File: config.mk
export PLATFORM = sky130hd
export DESIGN_NAME = tsw_timeslot_switch
export DESIGN_NICKNAME = d
export VERILOG_FILES = /design/src/include/tsw_pkg.sv /design/src/hw/tsw_pair_buf.sv /design/src/hw/tsw_timeslot_switch.sv
export SDC_FILE = /design/constraint.sdc
export NUM_CORES = 1
export LEC_CHECK = 0
export BUFFER_PORTS_ARGS = -buffer_cell sky130_fd_sc_hd__clkbuf_2
export CAP_MARGIN = 5
export CORE_ASPECT_RATIO = 0.8
export CORE_MARGIN = 2
export CORE_UTILIZATION = 48
export CTS_CLUSTER_DIAMETER = 60
export DETAILED_ROUTE_END_ITERATION = 6
export PLACE_DENSITY = 0.69
export SLEW_MARGIN = 30
export SYNTH_ARGS = -nofsm -noshare
export SYNTH_HDL_FRONTEND = slang
export SYNTH_SLANG_ARGS = --single-unit
File: constraint.sdc
create_clock -name clk -period 7.95 [get_ports clk]
set_clock_uncertainty 0.2 [all_clocks]
set_input_delay 0.3975 -clock clk [delete_from_list [all_inputs] [get_ports clk]]
set_output_delay 0.3975 -clock clk [all_outputs]
set_load 0.02 [all_outputs]
File: src/include/tsw_pkg.sv
// Constants, register map and carrier types of the timeslot switch
package tsw_pkg;

   ////////////////////////////////////////////////////////////////////////////////
   // Register byte addresses
   localparam logic [15:0] OFF_TIMESLOT_ENABLE = 16'hA804;
   localparam logic [15:0] OFF_RX_PTR_A = 16'hA808;
   localparam logic [15:0] OFF_RX_PTR_B = 16'hA80C;
   localparam logic [15:0] OFF_TX_PTR_A = 16'hA810;
   localparam logic [15:0] OFF_TX_PTR_B = 16'hA814;
   localparam logic [15:0] OFF_STATUS = 16'hA840;

   ////////////////////////////////////////////////////////////////////////////////
   // Field layout
   localparam int ENA_TX_LSB = 24;
   localparam int ENA_RX_LSB = 16;
   localparam int ENA_B_OFS = 4;
   localparam int PTR_WIDTH = 5;
   localparam int PTR_STRIDE = 8;
   localparam logic [31:0] ENABLE_MASK = 32'hFFFF_0000;
   localparam logic [31:0] PTR_MASK = 32'h1F1F_1F1F;
   localparam int STAT_RX_OVR_BIT = 0;
   localparam int STAT_TX_UND_BIT = 1;
   localparam int STAT_SLOT_LSB = 8;
   localparam int STAT_FRAME_BIT = 16;

   ////////////////////////////////////////////////////////////////////////////////
   // Reset values
   localparam logic [31:0] ENABLE_RESET = 32'h0000_0000;
   localparam logic [31:0] PTR_RESET = 32'h0000_0000;
   localparam logic [31:0] HOLD_RESET = 32'h0000_0000;

   ////////////////////////////////////////////////////////////////////////////////
   // Link timing
   localparam int SYNC_STAGES = 3;
   localparam logic [2:0] LAST_BIT = 3'h7;
   localparam logic [5:0] SLOT_MAX = 6'h3F;

   ////////////////////////////////////////////////////////////////////////////////
   // Carrier types
   typedef struct packed {
      logic halfB;
      logic [31:0] data;
   } tsw_word_t;

   typedef struct packed {
      logic [31:0] enable;
      logic [31:0] rxA;
      logic [31:0] rxB;
      logic [31:0] txA;
      logic [31:0] txB;
   } tsw_regs_t;

   typedef struct packed {
      logic found;
      logic [1:0] idx;
   } tsw_match_t;

endpackage
File: src/hw/tsw_pair_buf.sv
// Two-entry word buffer with valid and ready on both sides
`timescale 1ns/1ps
module tsw_pair_buf
   import tsw_pkg::*;
(
   // Clock and reset
   input wire logic clk,
   input wire logic reset,
   // Filling side
   input wire logic inValid,
   output logic inReady,
   input tsw_pkg::tsw_word_t inWord,
   // Draining side
   output logic outValid,
   input wire logic outReady,
   output tsw_pkg::tsw_word_t outWord
);
   tsw_word_t mem_ff [2];
   logic wrPtr_ff;
   logic rdPtr_ff;
   logic [1:0] count_ff;
   wire doPush = inValid && inReady;
   wire doPop = outValid && outReady;

   assign inReady = (count_ff != 2'h2);
   assign outValid = (count_ff != 2'h0);
   assign outWord = mem_ff[rdPtr_ff];

   always_ff @(posedge clk or posedge reset) begin
      if (reset) begin
         wrPtr_ff <= 1'b0;
         rdPtr_ff <= 1'b0;
         count_ff <= 2'h0;
      end else begin
         if (doPush) wrPtr_ff <= ~wrPtr_ff;
         if (doPop) rdPtr_ff <= ~rdPtr_ff;
         count_ff <= count_ff + {1'b0, doPush} - {1'b0, doPop};
      end
   end

   // Storage needs no reset; only entries counted as valid are ever read
   always_ff @(posedge clk) begin
      if (doPush) mem_ff[wrPtr_ff] <= inWord;
   end
endmodule

File: src/hw/tsw_timeslot_switch.sv
// Timeslot switch: pointer registers mapping holding bytes onto TDM timeslots
//
// Summary of operation
// - Enable bits 31:24 gate the eight transmit pointers, one bit each.
// - Enable bits 23:16 gate the eight receive pointers; bits 15:0 reserved.
// - Receive pointer A holds four 5-bit slot numbers for receive word A bytes.
// - Word A serves slots 0 up to the channel count; its pointers are absolute.
// - Receive pointer B holds four 5-bit slots for word B, second half-frame.
// - B pointers are relative; hardware adds channel count plus one back.
// - Transmit pointer A picks the slot in which each transmit A byte goes.
// - Transmit pointer B picks second-half slots for transmit B bytes.
// - After reset all enables and pointer fields are zero.
// - Enable and receive pointer A read back; the other three are write-only.
// - Bits 31:29, 23:21, 15:13, 7:5 of pointer registers are reserved.
// - Holding word bytes 3..0 sit at bits 31:24, 23:16, 15:8, 7:0.
// - Received words alternate A then B, following the half-frame order; transmit words fill hold B then hold A.
//
// The implementer's own choice: the strobed register port.
`timescale 1ns/1ps
module tsw_timeslot_switch
   import tsw_pkg::*;
(
   // Clock and reset
   input wire logic clk,
   input wire logic reset,
   // Register port
   input wire logic [15:0] regAddr,
   input wire logic [31:0] regWrData,
   input wire logic regWr,
   input wire logic regRd,
   output logic [31:0] regRdData,
   // Frame configuration from the control block
   input wire logic [4:0] channelsPerHalfFrameMinusOne,
   // Serial highway
   input wire logic linkClk,
   input wire logic linkFs,
   input wire logic linkDin,
   output logic linkDout,
   output logic linkDoutEn,
   // Received holding words
   output logic rxWordValid,
   input wire logic rxWordReady,
   output tsw_pkg::tsw_word_t rxWord,
   // Holding words to transmit
   input wire logic txWordValid,
   output logic txWordReady,
   input tsw_pkg::tsw_word_t txWord,
   // Half-frame events
   output logic halfFrameAIrq,
   output logic halfFrameBIrq
);
   import tsw_pkg::*;

   ////////////////////////////////////////////////////////////////////////////////
   // Helpers

   function automatic logic [4:0] ptrField(input logic [31:0] word, input int k);
      ptrField = word[k * PTR_STRIDE +: PTR_WIDTH];
   endfunction

   function automatic logic [7:0] byteOf(input logic [31:0] word, input int k);
      byteOf = word[k * 8 +: 8];
   endfunction

   // Highest byte whose enabled pointer names the slot; byte 3 wins a tie
   function automatic tsw_match_t slotMatch(input logic [31:0] ptrs, input logic [3:0] ens,
                                            input logic [5:0] slot);
      tsw_match_t m;
      m = '{found: 1'b0, idx: 2'h0};
      for (int k = 3; k >= 0; k--) begin
         if (!m.found && ens[k] && ({1'b0, ptrField(ptrs, k)} == slot)) begin
            m.found = 1'b1;
            m.idx = 2'(k);
         end
      end
      slotMatch = m;
   endfunction

   ////////////////////////////////////////////////////////////////////////////////
   // Register file

   tsw_regs_t regs_ff;
   logic [31:0] rdData_ff;
   logic rxOverrun_ff;
   logic txUnderrun_ff;
   logic [5:0] slot_ff;
   logic inFrame_ff;

   wire selEnable = (regAddr == OFF_TIMESLOT_ENABLE);
   wire selRxA = (regAddr == OFF_RX_PTR_A);
   wire selRxB = (regAddr == OFF_RX_PTR_B);
   wire selTxA = (regAddr == OFF_TX_PTR_A);
   wire selTxB = (regAddr == OFF_TX_PTR_B);
   wire selStatus = (regAddr == OFF_STATUS);

   wire [31:0] statusWord = {15'h0000, inFrame_ff, 2'h0, slot_ff, 6'h00,
                             txUnderrun_ff, rxOverrun_ff};

   // Write-only pointer registers and unmapped addresses read as zero
   wire [31:0] readMux =
      selEnable ? (regs_ff.enable & ENABLE_MASK) :
      selRxA ? (regs_ff.rxA & PTR_MASK) :
      selStatus ? statusWord : 32'h0000_0000;

   always_ff @(posedge clk or posedge reset) begin
      if (reset) begin
         regs_ff <= '{enable: ENABLE_RESET, rxA: PTR_RESET, rxB: PTR_RESET,
                      txA: PTR_RESET, txB: PTR_RESET};
      end else if (regWr) begin
         if (selEnable) regs_ff.enable <= regWrData & ENABLE_MASK;
         if (selRxA) regs_ff.rxA <= regWrData & PTR_MASK;
         if (selRxB) regs_ff.rxB <= regWrData & PTR_MASK;
         if (selTxA) regs_ff.txA <= regWrData & PTR_MASK;
         if (selTxB) regs_ff.txB <= regWrData & PTR_MASK;
      end
   end

   always_ff @(posedge clk or posedge reset) begin
      if (reset) rdData_ff <= 32'h0000_0000;
      else rdData_ff <= regRd ? readMux : 32'h0000_0000;
   end
   assign regRdData = rdData_ff;

   wire [3:0] txEnA = regs_ff.enable[ENA_TX_LSB +: 4];
   wire [3:0] txEnB = regs_ff.enable[ENA_TX_LSB + ENA_B_OFS +: 4];
   wire [3:0] rxEnA = regs_ff.enable[ENA_RX_LSB +: 4];
   wire [3:0] rxEnB = regs_ff.enable[ENA_RX_LSB + ENA_B_OFS +: 4];

   ////////////////////////////////////////////////////////////////////////////////
   // Link input synchronisers and edge finding

   logic [SYNC_STAGES-1:0] clkSync_ff;
   logic [SYNC_STAGES-1:0] fsSync_ff;
   logic [SYNC_STAGES-1:0] dinSync_ff;
   logic clkLevel_ff;
   logic fsLevel_ff;
   logic dinLevel_ff;
   logic fsAtRise_ff;

   always_ff @(posedge clk or posedge reset) begin
      if (reset) begin
         clkSync_ff <= '0;
         fsSync_ff <= '0;
         dinSync_ff <= '0;
      end else begin
         clkSync_ff <= {clkSync_ff[1:0], linkClk};
         fsSync_ff <= {fsSync_ff[1:0], linkFs};
         dinSync_ff <= {dinSync_ff[1:0], linkDin};
      end
   end

   // A level counts only once the second and third stages agree
   wire clkAgree = (clkSync_ff[1] == clkSync_ff[2]);
   wire linkRise = clkAgree && clkSync_ff[2] && !clkLevel_ff;
   wire linkFall = clkAgree && !clkSync_ff[2] && clkLevel_ff;

   always_ff @(posedge clk or posedge reset) begin
      if (reset) begin
         clkLevel_ff <= 1'b0;
         fsLevel_ff <= 1'b0;
         dinLevel_ff <= 1'b0;
      end else begin
         if (clkAgree) clkLevel_ff <= clkSync_ff[2];
         if (fsSync_ff[1] == fsSync_ff[2]) fsLevel_ff <= fsSync_ff[2];
         if (dinSync_ff[1] == dinSync_ff[2]) dinLevel_ff <= dinSync_ff[2];
      end
   end

   ////////////////////////////////////////////////////////////////////////////////
   // Frame position: a rising frame sync seen at a link rising edge is slot 0, bit 0

   logic [2:0] bit_ff;
   wire frameStart = linkRise && fsLevel_ff && !fsAtRise_ff;
   wire [2:0] nxt_bit = frameStart ? 3'h0 : bit_ff + 3'h1;
   wire [5:0] nxt_slot = frameStart ? 6'h00 :
                         (bit_ff == LAST_BIT && slot_ff != SLOT_MAX) ? slot_ff + 6'h01 :
                         slot_ff;

   always_ff @(posedge clk or posedge reset) begin
      if (reset) begin
         bit_ff <= 3'h0;
         slot_ff <= 6'h00;
         inFrame_ff <= 1'b0;
         fsAtRise_ff <= 1'b0;
      end else if (linkRise) begin
         fsAtRise_ff <= fsLevel_ff;
         bit_ff <= nxt_bit;
         slot_ff <= nxt_slot;
         inFrame_ff <= inFrame_ff || frameStart;
      end
   end

   ////////////////////////////////////////////////////////////////////////////////
   // Half-frame decode: B pointers are offset by channel count plus one

   wire [5:0] chanCount = {1'b0, channelsPerHalfFrameMinusOne};
   wire [5:0] halfBBase = chanCount + 6'h01;
   wire [5:0] halfBLast = 6'((chanCount << 1) + 6'h01);

   function automatic logic inHalfA(input logic [5:0] slot, input logic [5:0] last);
      inHalfA = (slot <= last);
   endfunction

   // Absolute slot range of word A, and relative position within word B
   wire txNowA = inHalfA(nxt_slot, chanCount);
   wire txNowB = !txNowA && (nxt_slot <= halfBLast);
   wire [5:0] txRelB = nxt_slot - halfBBase;
   wire rxNowA = inHalfA(slot_ff, chanCount);
   wire rxNowB = !rxNowA && (slot_ff <= halfBLast);
   wire [5:0] rxRelB = slot_ff - halfBBase;

   ////////////////////////////////////////////////////////////////////////////////
   // Transmit path: holding words A and B, refilled from the buffer

   logic [31:0] txHoldA_ff;
   logic [31:0] txHoldB_ff;
   logic dout_ff;
   logic doutEn_ff;
   tsw_word_t txBufWord;
   logic txBufValid;

   wire fallLastBit = linkFall && inFrame_ff && (bit_ff == LAST_BIT);
   wire endHalfA = fallLastBit && (slot_ff == chanCount);
   wire endHalfB = fallLastBit && (slot_ff == halfBLast);
   wire txPop = endHalfA || endHalfB;

   tsw_pair_buf txBuf (
      .clk(clk),
      .reset(reset),
      .inValid(txWordValid),
      .inReady(txWordReady),
      .inWord(txWord),
      .outValid(txBufValid),
      .outReady(txPop),
      .outWord(txBufWord)
   );

   // Word B is loaded at the end of half A and word A at the end of half B,
   // so each is in place before its first bit goes out
   always_ff @(posedge clk or posedge reset) begin
      if (reset) begin
         txHoldA_ff <= HOLD_RESET;
         txHoldB_ff <= HOLD_RESET;
      end else begin
         if (endHalfA && txBufValid) txHoldB_ff <= txBufWord.data;
         if (endHalfB && txBufValid) txHoldA_ff <= txBufWord.data;
      end
   end

   wire tsw_match_t txMatchA = slotMatch(regs_ff.txA, txEnA, nxt_slot);
   wire tsw_match_t txMatchB = slotMatch(regs_ff.txB, txEnB, txRelB);
   wire txUseA = txNowA && txMatchA.found;
   wire txUseB = txNowB && txMatchB.found;
   wire [7:0] txByte = txUseA ? byteOf(txHoldA_ff, int'(txMatchA.idx)) :
                       byteOf(txHoldB_ff, int'(txMatchB.idx));
   wire [2:0] txBitIdx = LAST_BIT - nxt_bit;

   // Data leaves MSB first on the link rising edge; unmatched slots stay undriven
   always_ff @(posedge clk or posedge reset) begin
      if (reset) begin
         dout_ff <= 1'b0;
         doutEn_ff <= 1'b0;
      end else if (linkRise) begin
         dout_ff <= txByte[txBitIdx];
         doutEn_ff <= (inFrame_ff || frameStart) && (txUseA || txUseB);
      end
   end
   assign linkDout = dout_ff;
   assign linkDoutEn = doutEn_ff;

   ////////////////////////////////////////////////////////////////////////////////
   // Receive path: bytes are sampled on the link falling edge

   logic [6:0] rxShift_ff;
   logic [31:0] rxHoldA_ff;
   logic [31:0] rxHoldB_ff;
   logic pushPending_ff;
   logic pushHalfB_ff;
   logic rxBufReady;

   wire rxByteDone = linkFall && inFrame_ff && (bit_ff == LAST_BIT);
   wire [7:0] rxByte = {rxShift_ff, dinLevel_ff};

   always_ff @(posedge clk or posedge reset) begin
      if (reset) rxShift_ff <= 7'h00;
      else if (linkFall) rxShift_ff <= {rxShift_ff[5:0], dinLevel_ff};
   end

   // Every enabled byte whose pointer names the slot captures it; the others keep their value
   always_ff @(posedge clk or posedge reset) begin
      if (reset) begin
         rxHoldA_ff <= HOLD_RESET;
         rxHoldB_ff <= HOLD_RESET;
      end else if (rxByteDone) begin
         for (int k = 0; k < 4; k++) begin
            if (rxNowA && rxEnA[k] && ({1'b0, ptrField(regs_ff.rxA, k)} == slot_ff))
               rxHoldA_ff[k * 8 +: 8] <= rxByte;
            if (rxNowB && rxEnB[k] && ({1'b0, ptrField(regs_ff.rxB, k)} == rxRelB))
               rxHoldB_ff[k * 8 +: 8] <= rxByte;
         end
      end
   end

   // Word is handed on the cycle after its last byte lands, A before B
   always_ff @(posedge clk or posedge reset) begin
      if (reset) begin
         pushPending_ff <= 1'b0;
         pushHalfB_ff <= 1'b0;
      end else begin
         pushPending_ff <= endHalfA || endHalfB;
         pushHalfB_ff <= endHalfB;
      end
   end

   wire tsw_word_t rxPushWord = '{halfB: pushHalfB_ff,
                                  data: pushHalfB_ff ? rxHoldB_ff : rxHoldA_ff};

   tsw_pair_buf rxBuf (
      .clk(clk),
      .reset(reset),
      .inValid(pushPending_ff),
      .inReady(rxBufReady),
      .inWord(rxPushWord),
      .outValid(rxWordValid),
      .outReady(rxWordReady),
      .outWord(rxWord)
   );

   assign halfFrameAIrq = pushPending_ff && !pushHalfB_ff;
   assign halfFrameBIrq = pushPending_ff && pushHalfB_ff;

   ////////////////////////////////////////////////////////////////////////////////
   // Sticky status: the link cannot wait, so a full or empty buffer is only reported.
   // A new event in the clearing cycle keeps the flag set.

   wire rxOverSet = pushPending_ff && !rxBufReady;
   wire txUnderSet = txPop && !txBufValid;
   wire statusClr = regWr && selStatus;

   always_ff @(posedge clk or posedge reset) begin
      if (reset) begin
         rxOverrun_ff <= 1'b0;
         txUnderrun_ff <= 1'b0;
      end else begin
         rxOverrun_ff <= rxOverSet ||
                         (rxOverrun_ff && !(statusClr && regWrData[STAT_RX_OVR_BIT]));
         txUnderrun_ff <= txUnderSet ||
                          (txUnderrun_ff && !(statusClr && regWrData[STAT_TX_UND_BIT]));
      end
   end
endmodule

==> run summary, run 1 <==
core footprint: 39,400 sq um
met3 routed WL: 2.58 mm
CTS Buffer Depth: 3
HP Class: primary input to register
number of global-route vias before repair: 12,200
Hold Buf Count CTS: 63
# diodes: 0
#FFs+latches synth: 425
H-tree levels: 2
post-CTS setup buffers: 0
Final GP Congestion: 0.863
met1 wire length: 20.6 mm
Top Layer Used: met4
met2 WL post-DR: 20.4 mm
leakage power: 0.0103 uW
Critical Path RT: 8180 ps
post-synthesis sequential area ratio: 59.0%
layout cells sized above 1: 29.9%
routed wire length: 44.7 mm
critical path class: register to register
Post-Syn Instances: 1,439
die width: 227 microns
vias per cell: 5.50
synthesized area per cell: 13.3 sq um
Sw Ratio: 28.7%
yosys warns: 0
GR Util All Layers: 21.9%
final net count: 1,789
Antenna Nets Post-Route: 0
Final Hold Viols: 0
EDFF count, synth: 130
Comb pwr share: 17.6%
Wirelength per Cell: 20.2 microns
total power: 5480 uW
RSZ-0062 raised after global routing: false
CP Data Arrival Time: 6430 ps
area grow syn2layout: 17.9%
Worst path slowest cell: dfrtp_1
Clock Sinks: 425
global-route wire length before repair: 69.6 mm
Crit path top cell by count: nand2_1
Synth cell types: 80
crit-path max cell delay: 790 ps
DRT iter0 DRCs: 1,071
initial antenna violation count: 0
Psw: 1580 uW
largest net degree at the start of global routing: 175
MaxCap Viol Count: 0
Die Span Y: 183 microns
CP cell instances: ha_1 > nand2_1 > a221oi_2 > nand2_1 > ha_1 > inv_1 > fa_1 > xor2_1 > xor2_1 > a211oi_1 > o211ai_1 > nand2_1 > a2111o_1 > a21oi_4 > mux2_2 > or3_1 > a311oi_1 > a221oi_2
via count: 12,200
grt ovf: 0
ys flop type: dfrtp_1
Inserted Clock Buffers: 44
status: finished clean
min cycle time layout: 6190 ps
Sequential Power Share: 46.3%
most frequent cells in the layout: dfrtp_1, mux2_2, clkbuf_2, edfxtp_1, nor2_1
Final Cycle Share: 77.9%
Crit. End Element: register
CP Max Fanout: 15
TritonCTS clock tree: yes
first drt pass iteration count: 5
Rows: 65
Final setup viols: 0
Cell Area, Synth: 19,100 sq um
share of power burned in the clock network: 36.1%
Pint: 3910 uW
dpl hpwl: 30.4 mm
# DRC: 0
port buffer count: 153
Clk pin slew, worst setup/hold paths: 60 ps
Slew @ Worst Pin: 933 ps
Setup crit start kind: register
Slew Viols, Final: 0
maximum VDD drop: 0.000210 V
power density cells: 243 nW/um^2
Fmax achieved: 161 MHz
commonest non-fill, non-tap cell in the layout: dfrtp_1
Fin Setup TNS: 0 ps
starting density of the core: 48.6%
fillers: 3,195
I/O pins: 166
worst skew pair latency: 570 ps
async set-or-reset flop fraction in the synthesized netlist: 69.4%
Worst slew margin: 37.3%
die area: 41,500 sq um
clk root buf: clkbuf_16
Resized Gates After CTS: 0
## cell families after synthesis
group / Yosys count / share of synthesized area, %
flip-flops: 425 / 59.0
XOR/XNOR: 95 / 4.46
AND/OR/NAND/NOR: 285 / 7.89
other: 1 / 0.0196
multiplexers: 285 / 16.6
buffers and inverters: 105 / 2.32
adder cells (fa/ha/maj): 44 / 2.93
AO/OA/AOI/OAI: 199 / 6.83
## cell usage after synthesis, types with 7 or more instances
library cell / number / area share, %
dfrtp_1: 295 / 39
mux2_2: 241 / 14
edfxtp_1: 130 / 20
nor2_1: 105 / 2.1
a21oi_1: 85 / 2.2
xnor2_1: 49 / 2.2
clkbuf_1: 46 / 0.90
xor2_1: 44 / 2.0
mux2i_1: 42 / 2.2
ha_1: 40 / 2.6
nand2_1: 38 / 0.75
inv_1: 29 / 0.57
and3_1: 21 / 0.69
nand4_1: 21 / 0.69
o21ai_0: 21 / 0.55
a22o_1: 18 / 0.82
nand3_1: 16 / 0.42
nor4_1: 16 / 0.52
buf_1: 13 / 0.26
and2_1: 11 / 0.36
a21o_1: 9 / 0.35
buf_4: 9 / 0.35
nor2b_1: 9 / 0.29
nor3_1: 9 / 0.24
a211oi_1: 8 / 0.31
nand2b_1: 8 / 0.26
o211ai_1: 7 / 0.27
## power groups by stage
stage | clock, uW | combinational (uW) | sequential [uW]
after floorplan | 0 | 718 | 2480
after global placement | 0 | 915 | 2580
after detailed placement | 0 | 942 | 2580
after CTS | 2020 | 973 | 2540
after global routing | 2130 | 1060 | 2560
final | 1980 | 965 | 2540
## path summary, 6_finish.rpt
check,slack [ps],cells past startpoint,end,from
max in group asynchronous,5750,6,txBuf.rdPtr_ff$_DFFE_PP0P_,reset
worst max register to register,1760,18,linkDout$_DFFE_PP0N_,slot_ff[1]$_DFFE_PP0N_
worst max-delay path,1760,18,linkDout$_DFFE_PP0N_,slot_ff[1]$_DFFE_PP0N_
min in group asynchronous,390,4,regs_ff[115]$_DFFE_PP0P_,reset
worst min-delay path,20,2,regs_ff[112]$_DFFE_PP0P_,regWrData[16]
worst min register to register,150,0,clkSync_ff[1]$_DFF_PP0_,clkSync_ff[0]$_DFF_PP0_
## layer usage
metal,global-route usage [%],vias up
met5,0,-
met4,6.75,0
li1,-,5655
met1,31.3,6114
met3,4.04,75
met2,34.0,368
## state kept, by name, indices dropped and copies added, names as in the netlist, 3 cells and up
register and flops:
bit_ff 3, regRdData 27, txHoldB_ff 32, regs_ff 96, txBuf.mem_ff 64, txHoldA_ff 32, rxHoldB_ff 32, fsSync_ff 3
rxShift_ff 7, clkSync_ff 3, slot_ff 6, dinSync_ff 3, rxHoldA_ff 32, rxBuf.mem_ff 66
## critical path, delay by kind of cell (launching register included)
| kind | cells | cell delay, ps |
|---|---|---|
| compound gates | 7 | 1840 |
| fa+ha+maj | 3 | 1000 |
| simple gates | 4 | 950 |
| xor+xnor | 2 | 820 |
| flops | 1 | 790 |
| mux | 1 | 360 |
| buf+inv | 1 | 80 |
## stage by stage
step | cell area [sq um] | util, % | instances | hold WS, ps | setup slack [ps]
after floorplan | 19200 | - | 1443 | 131 | 2820
after global placement | 20500 | 52.0 | 2076 | 136 | 1910
after detailed placement | 20500 | 52.1 | 2077 | 135 | 1770
after CTS | 22500 | 57.2 | 2217 | 1.80 | 1760
after global routing | 22600 | 57.3 | 2219 | 3.57 | 1330
final | 22600 | 57.3 | 2219 | 19.6 | 1760
## final cells by class
class / count / area [sq um] / area share [%]
Tap cell: 536 / 671 / 2.97
Clock inverter: 15 / 174 / 0.771
Multi-Input combinational cell: 913 / 7470 / 33.1
Clock buffer: 62 / 1220 / 5.41
Sequential cell: 425 / 11300 / 50.0
Inverter: 29 / 113 / 0.499
Timing Repair Buffer: 239 / 1630 / 7.20
No activity file was read; power rests on OpenSTA's default activity.
==> run 2, diff against run 1 <==
--- a/config.mk
+++ b/config.mk
@@ -5,6 +5,7 @@
 export SDC_FILE = /design/constraint.sdc
 export NUM_CORES = 1
 export LEC_CHECK = 0
+export ABC_AREA = 1
 export BUFFER_PORTS_ARGS = -buffer_cell sky130_fd_sc_hd__clkbuf_2
 export CAP_MARGIN = 5
 export CORE_ASPECT_RATIO = 0.8
@@ -12,7 +13,7 @@
 export CORE_UTILIZATION = 48
 export CTS_CLUSTER_DIAMETER = 60
 export DETAILED_ROUTE_END_ITERATION = 6
-export PLACE_DENSITY = 0.69
+export PLACE_DENSITY = 0.66
 export SLEW_MARGIN = 30
 export SYNTH_ARGS = -nofsm -noshare
 export SYNTH_HDL_FRONTEND = slang
==> constraint.sdc (replaced) <==
create_clock -name clk -period 6.39 [get_ports clk]
set_clock_uncertainty 0.2 [all_clocks]
set_input_delay 0.3195 -clock clk [delete_from_list [all_inputs] [get_ports clk]]
set_output_delay 0.3195 -clock clk [all_outputs]
set_load 0.02 [all_outputs]
==> run 2 against run 1 <==
Effect of this change: sequential power rose by 21%; final cell count rose by 23%; non-clock buffer count shrank 10; register-to-register slack worse by 510 ps; maximum frequency rose by 20%; synthesized cell count up 36%; die area increased by 0.69%; sequential share of layout area grew 0.10 points; global-route usage is 1.2 points higher; largest power group unchanged.
==> run summary, run 2 <==
fillers: 3,477 (+8.8%)
Final setup viols: 0 (unchanged)
DP Worst Slack: 1340 ps (-437 ps)
first drt pass iteration count: 5 (unchanged)
Sw Ratio: 31.2% (+2.4 points)
# diodes: 0 (unchanged)
post-synth top area cell: dfrtp_1
Sequential Power Share: 43.5% (-2.8 points)
#FFs+latches synth: 425 (unchanged)
most frequent cells in the layout: nand2_1, dfrtp_1, o21ai_0, inv_1, clkbuf_2
TritonCTS clock tree: yes
area grow syn2layout: 16.8%
most frequent cell after synthesis: nand2_1
Fmax achieved: 194 MHz (+20%)
flop-to-flop setup slack: 1250 ps (-510 ps)
Antenna Nets Post-Route: 0 (unchanged)
RSZ-0062 raised after global routing: false
dpl hpwl: 32.7 mm (+7.5%)
global-route wire length before repair: 76.2 mm (+9.6%)
CTS Buffer Depth: 3 (unchanged)
worst skew pair latency: 550 ps (-20 ps)
Setup crit start kind: register
H-tree levels: 2 (unchanged)
DRT iter0 DRCs: 1,448 (+35%)
critical path class: register to register
biggest registers after layout: regs_ff: 96 flops, rxBuf.mem_ff: 66 flops, txBuf.mem_ff: 64 flops
Critical Path RT: 6640 ps (-1540 ps)
Pint: 4880 uW (+25%)
Fin Setup TNS: 0 ps (unchanged)
reg-to-reg endpoint: linkDout$_DFFE_PP0N_
Final Cycle Share: 80.5% (+2.6 points)
Synth cell types: 53 (-34%)
synth top area cells: dfrtp_1, edfxtp_1, nand2_1
commonest non-fill, non-tap cell in the layout: nand2_1
WHS Endpoint: regs_ff[91]$_DFFE_PP0P_
Most flops, register: regs_ff
Worst Hold Depth: 3 (+1)
routed wire length: 47.4 mm (+6.0%)
initial antenna violation count: 1 (+1)
Slew Viols, Final: 0 (unchanged)
Comb pwr share: 21.9% (+4.3 points)
largest net degree at the start of global routing: 155 (-11%)
post-synthesis sequential area ratio: 58.6% (-0.41 points)
I/O pins: 166 (unchanged)
R2R Path Start: slot_ff[1]$_DFFE_PP0N_
Worst slew margin: 42.5% (+5.2 points)
Final Instance Area: 22,500 sq um (-0.25%)
utilization after layout: 57.0% (-0.38 points)
number of global-route vias before repair: 13,900 (+13%)
minimum hold slack: 23.5 ps (+3.88 ps)
Commonest cells post-synth: nand2_1, dfrtp_1, o21ai_0
power density cells: 315 nW/um^2 (+30%)
core footprint: 39,500 sq um (+0.41%)
Die Span Y: 183 microns (+0.35%)
PnR worst setup slack: 1250 ps (-510 ps)
maximum VDD drop: 0.000259 V (+24%)
HP Class: primary input to register
Final GP Congestion: 0.897 (+4.0%)
starting density of the core: 48.8% (+0.14 points)
# DRC: 0 (unchanged)
clk root buf: clkbuf_16
max reg flops: 96 (unchanged)
Post-Syn Instances: 1,950 (+36%)
Crit. End Element: register
dpl cell area: 20,600 sq um (+0.23%)
vias per cell: 5.18 (-5.8%)
Inserted Clock Buffers: 43 (-2.3%)
Clock Sinks: 425 (unchanged)
die area: 41,800 sq um (+0.69%)
Rows: 65 (unchanged)
EDFF count, synth: 130 (unchanged)
synthesized area per cell: 9.88 sq um (-26%)
Clk pin slew, worst setup/hold paths: 60 ps (about the same)
GR Util All Layers: 23.1% (+1.2 points)
via count: 14,100 (+15%)
leakage power: 0.0104 uW (+0.69%)
Psw: 2210 uW (+40%)
ys flop type: dfrtp_1
Cell Area, Synth: 19,300 sq um (+0.71%)
Worst Min Path Start: regWrData[27]
layout cells sized above 1: 16.6% (-13 points)
status: finished clean
post-CTS setup buffers: 0 (unchanged)
CP Max Fanout: 17 (+2)
Yosys top cell area share: 38.3% (-0.27 points)
die width: 228 microns (+0.35%)
Final Hold Viols: 0 (unchanged)
Slew @ Worst Pin: 862 ps (-71.0 ps)
min cycle time layout: 5140 ps (-1050 ps)
yosys warns: 0 (unchanged)
async set-or-reset flop fraction in the synthesized netlist: 69.4% (unchanged)
port buffer count: 153 (unchanged)
grt ovf: 0 (unchanged)
share of power burned in the clock network: 34.6% (-1.5 points)
MaxCap Viol Count: 0 (unchanged)
final net count: 2,289 (+28%)
Wirelength per Cell: 17.4 microns (-13%)
depth of the worst register-to-register path: 26 (+8)
CP Data Arrival Time: 5390 ps (-1040 ps)
## run 2: per-layer routing
metal | vias to the layer above | track usage [%] | wire length (microns)
li1 | 6860 | - | -
met1 | 6799 | 33.3 | 21900
met2 | 366 | 36.4 | 21500
met3 | 65 | 4.45 | 3040
met4 | 0 | 5.57 | 964
met5 | - | 0 | 0
## run 2: layout make-up
class / count / area, sq um / share of cell area (%)
clock buffer: 62 / 1250 / 5.57
clock inverter: 14 / 120 / 0.534
inverter: 209 / 791 / 3.51
multi-input combinational: 1244 / 6890 / 30.6
sequential: 425 / 11300 / 50.1
tap: 536 / 671 / 2.98
timing repair buffer: 229 / 1500 / 6.65
## run 2: worst max-delay path by stage
stage	from	endpoint	slack [ps]	cells past startpoint
3_5_place_dp	slot_ff[1]$_DFFE_PP0N_	linkDout$_DFFE_PP0N_	1340	26
6_report	slot_ff[1]$_DFFE_PP0N_	linkDout$_DFFE_PP0N_	1250	26
2_1_floorplan	reset	bit_ff[0]$_DFFE_PP0N_	1950	1
3_3_place_gp	slot_ff[1]$_DFFE_PP0N_	linkDout$_DFFE_PP0N_	1420	26
4_1_cts	slot_ff[1]$_DFFE_PP0N_	linkDout$_DFFE_PP0N_	1300	26
5_1_grt	slot_ff[1]$_DFFE_PP0N_	linkDout$_DFFE_PP0N_	790	26
## run 2: stage by stage
step | total power [uW] | instances
after floorplan | 4190 | 1954
final | 7100 | 2719
after global routing | 7460 | 2719
after CTS | 7160 | 2719
after detailed placement | 4670 | 2585
after global placement | 4610 | 2585
## run 2: worst max-delay path, cell delays in order (launching register included)
cell and delay (ps):
dfrtp_1 690, ha_1 310, nand3_2 120, o21ai_2 220, nand2_1 90, nand3_2 220
ha_1 190, inv_1 70, fa_1 430, xnor2_1 480, xnor2_1 130, nor4_1 460
nand2_1 100, nor2_1 110, nand2_1 80, nand2_1 110, nand2_4 150, nand2_4 220
nand2_1 90, nand3_1 70, nand3_1 80, nand2_1 80, nand3_1 70, nand3_1 90
nand2_1 70, nand2_1 60, nand2_1 40
## run 2: cell families after synthesis
family	count (synthesis)	share of synthesized area, %
adders and majority gates	44	2.91
muxes	70	4.09
buffers and inverters	285	5.89
DFF	425	58.6
and+or+nand+nor	740	16.8
AOI/OAI and AO/OA	329	9.08
other	1	0.0195
xor gates and xnor gates	56	2.68
## run 2: power by group through the flow
stage	sequential, uW	clock [uW]	combinational, uW
after floorplan	3090	0	1110
after global placement	3130	0	1490
after detailed placement	3130	0	1530
after CTS	3080	2500	1570
after global routing	3100	2620	1730
final	3080	2460	1560
## run 2: timing repair
| item | 4_1_cts | 5_1_grt |
|---|---|---|
| gates resized for setup | 0 | 0 |
| hold buffers | 58 | 0 |
| hold endpoints to repair | 138 | 0 |
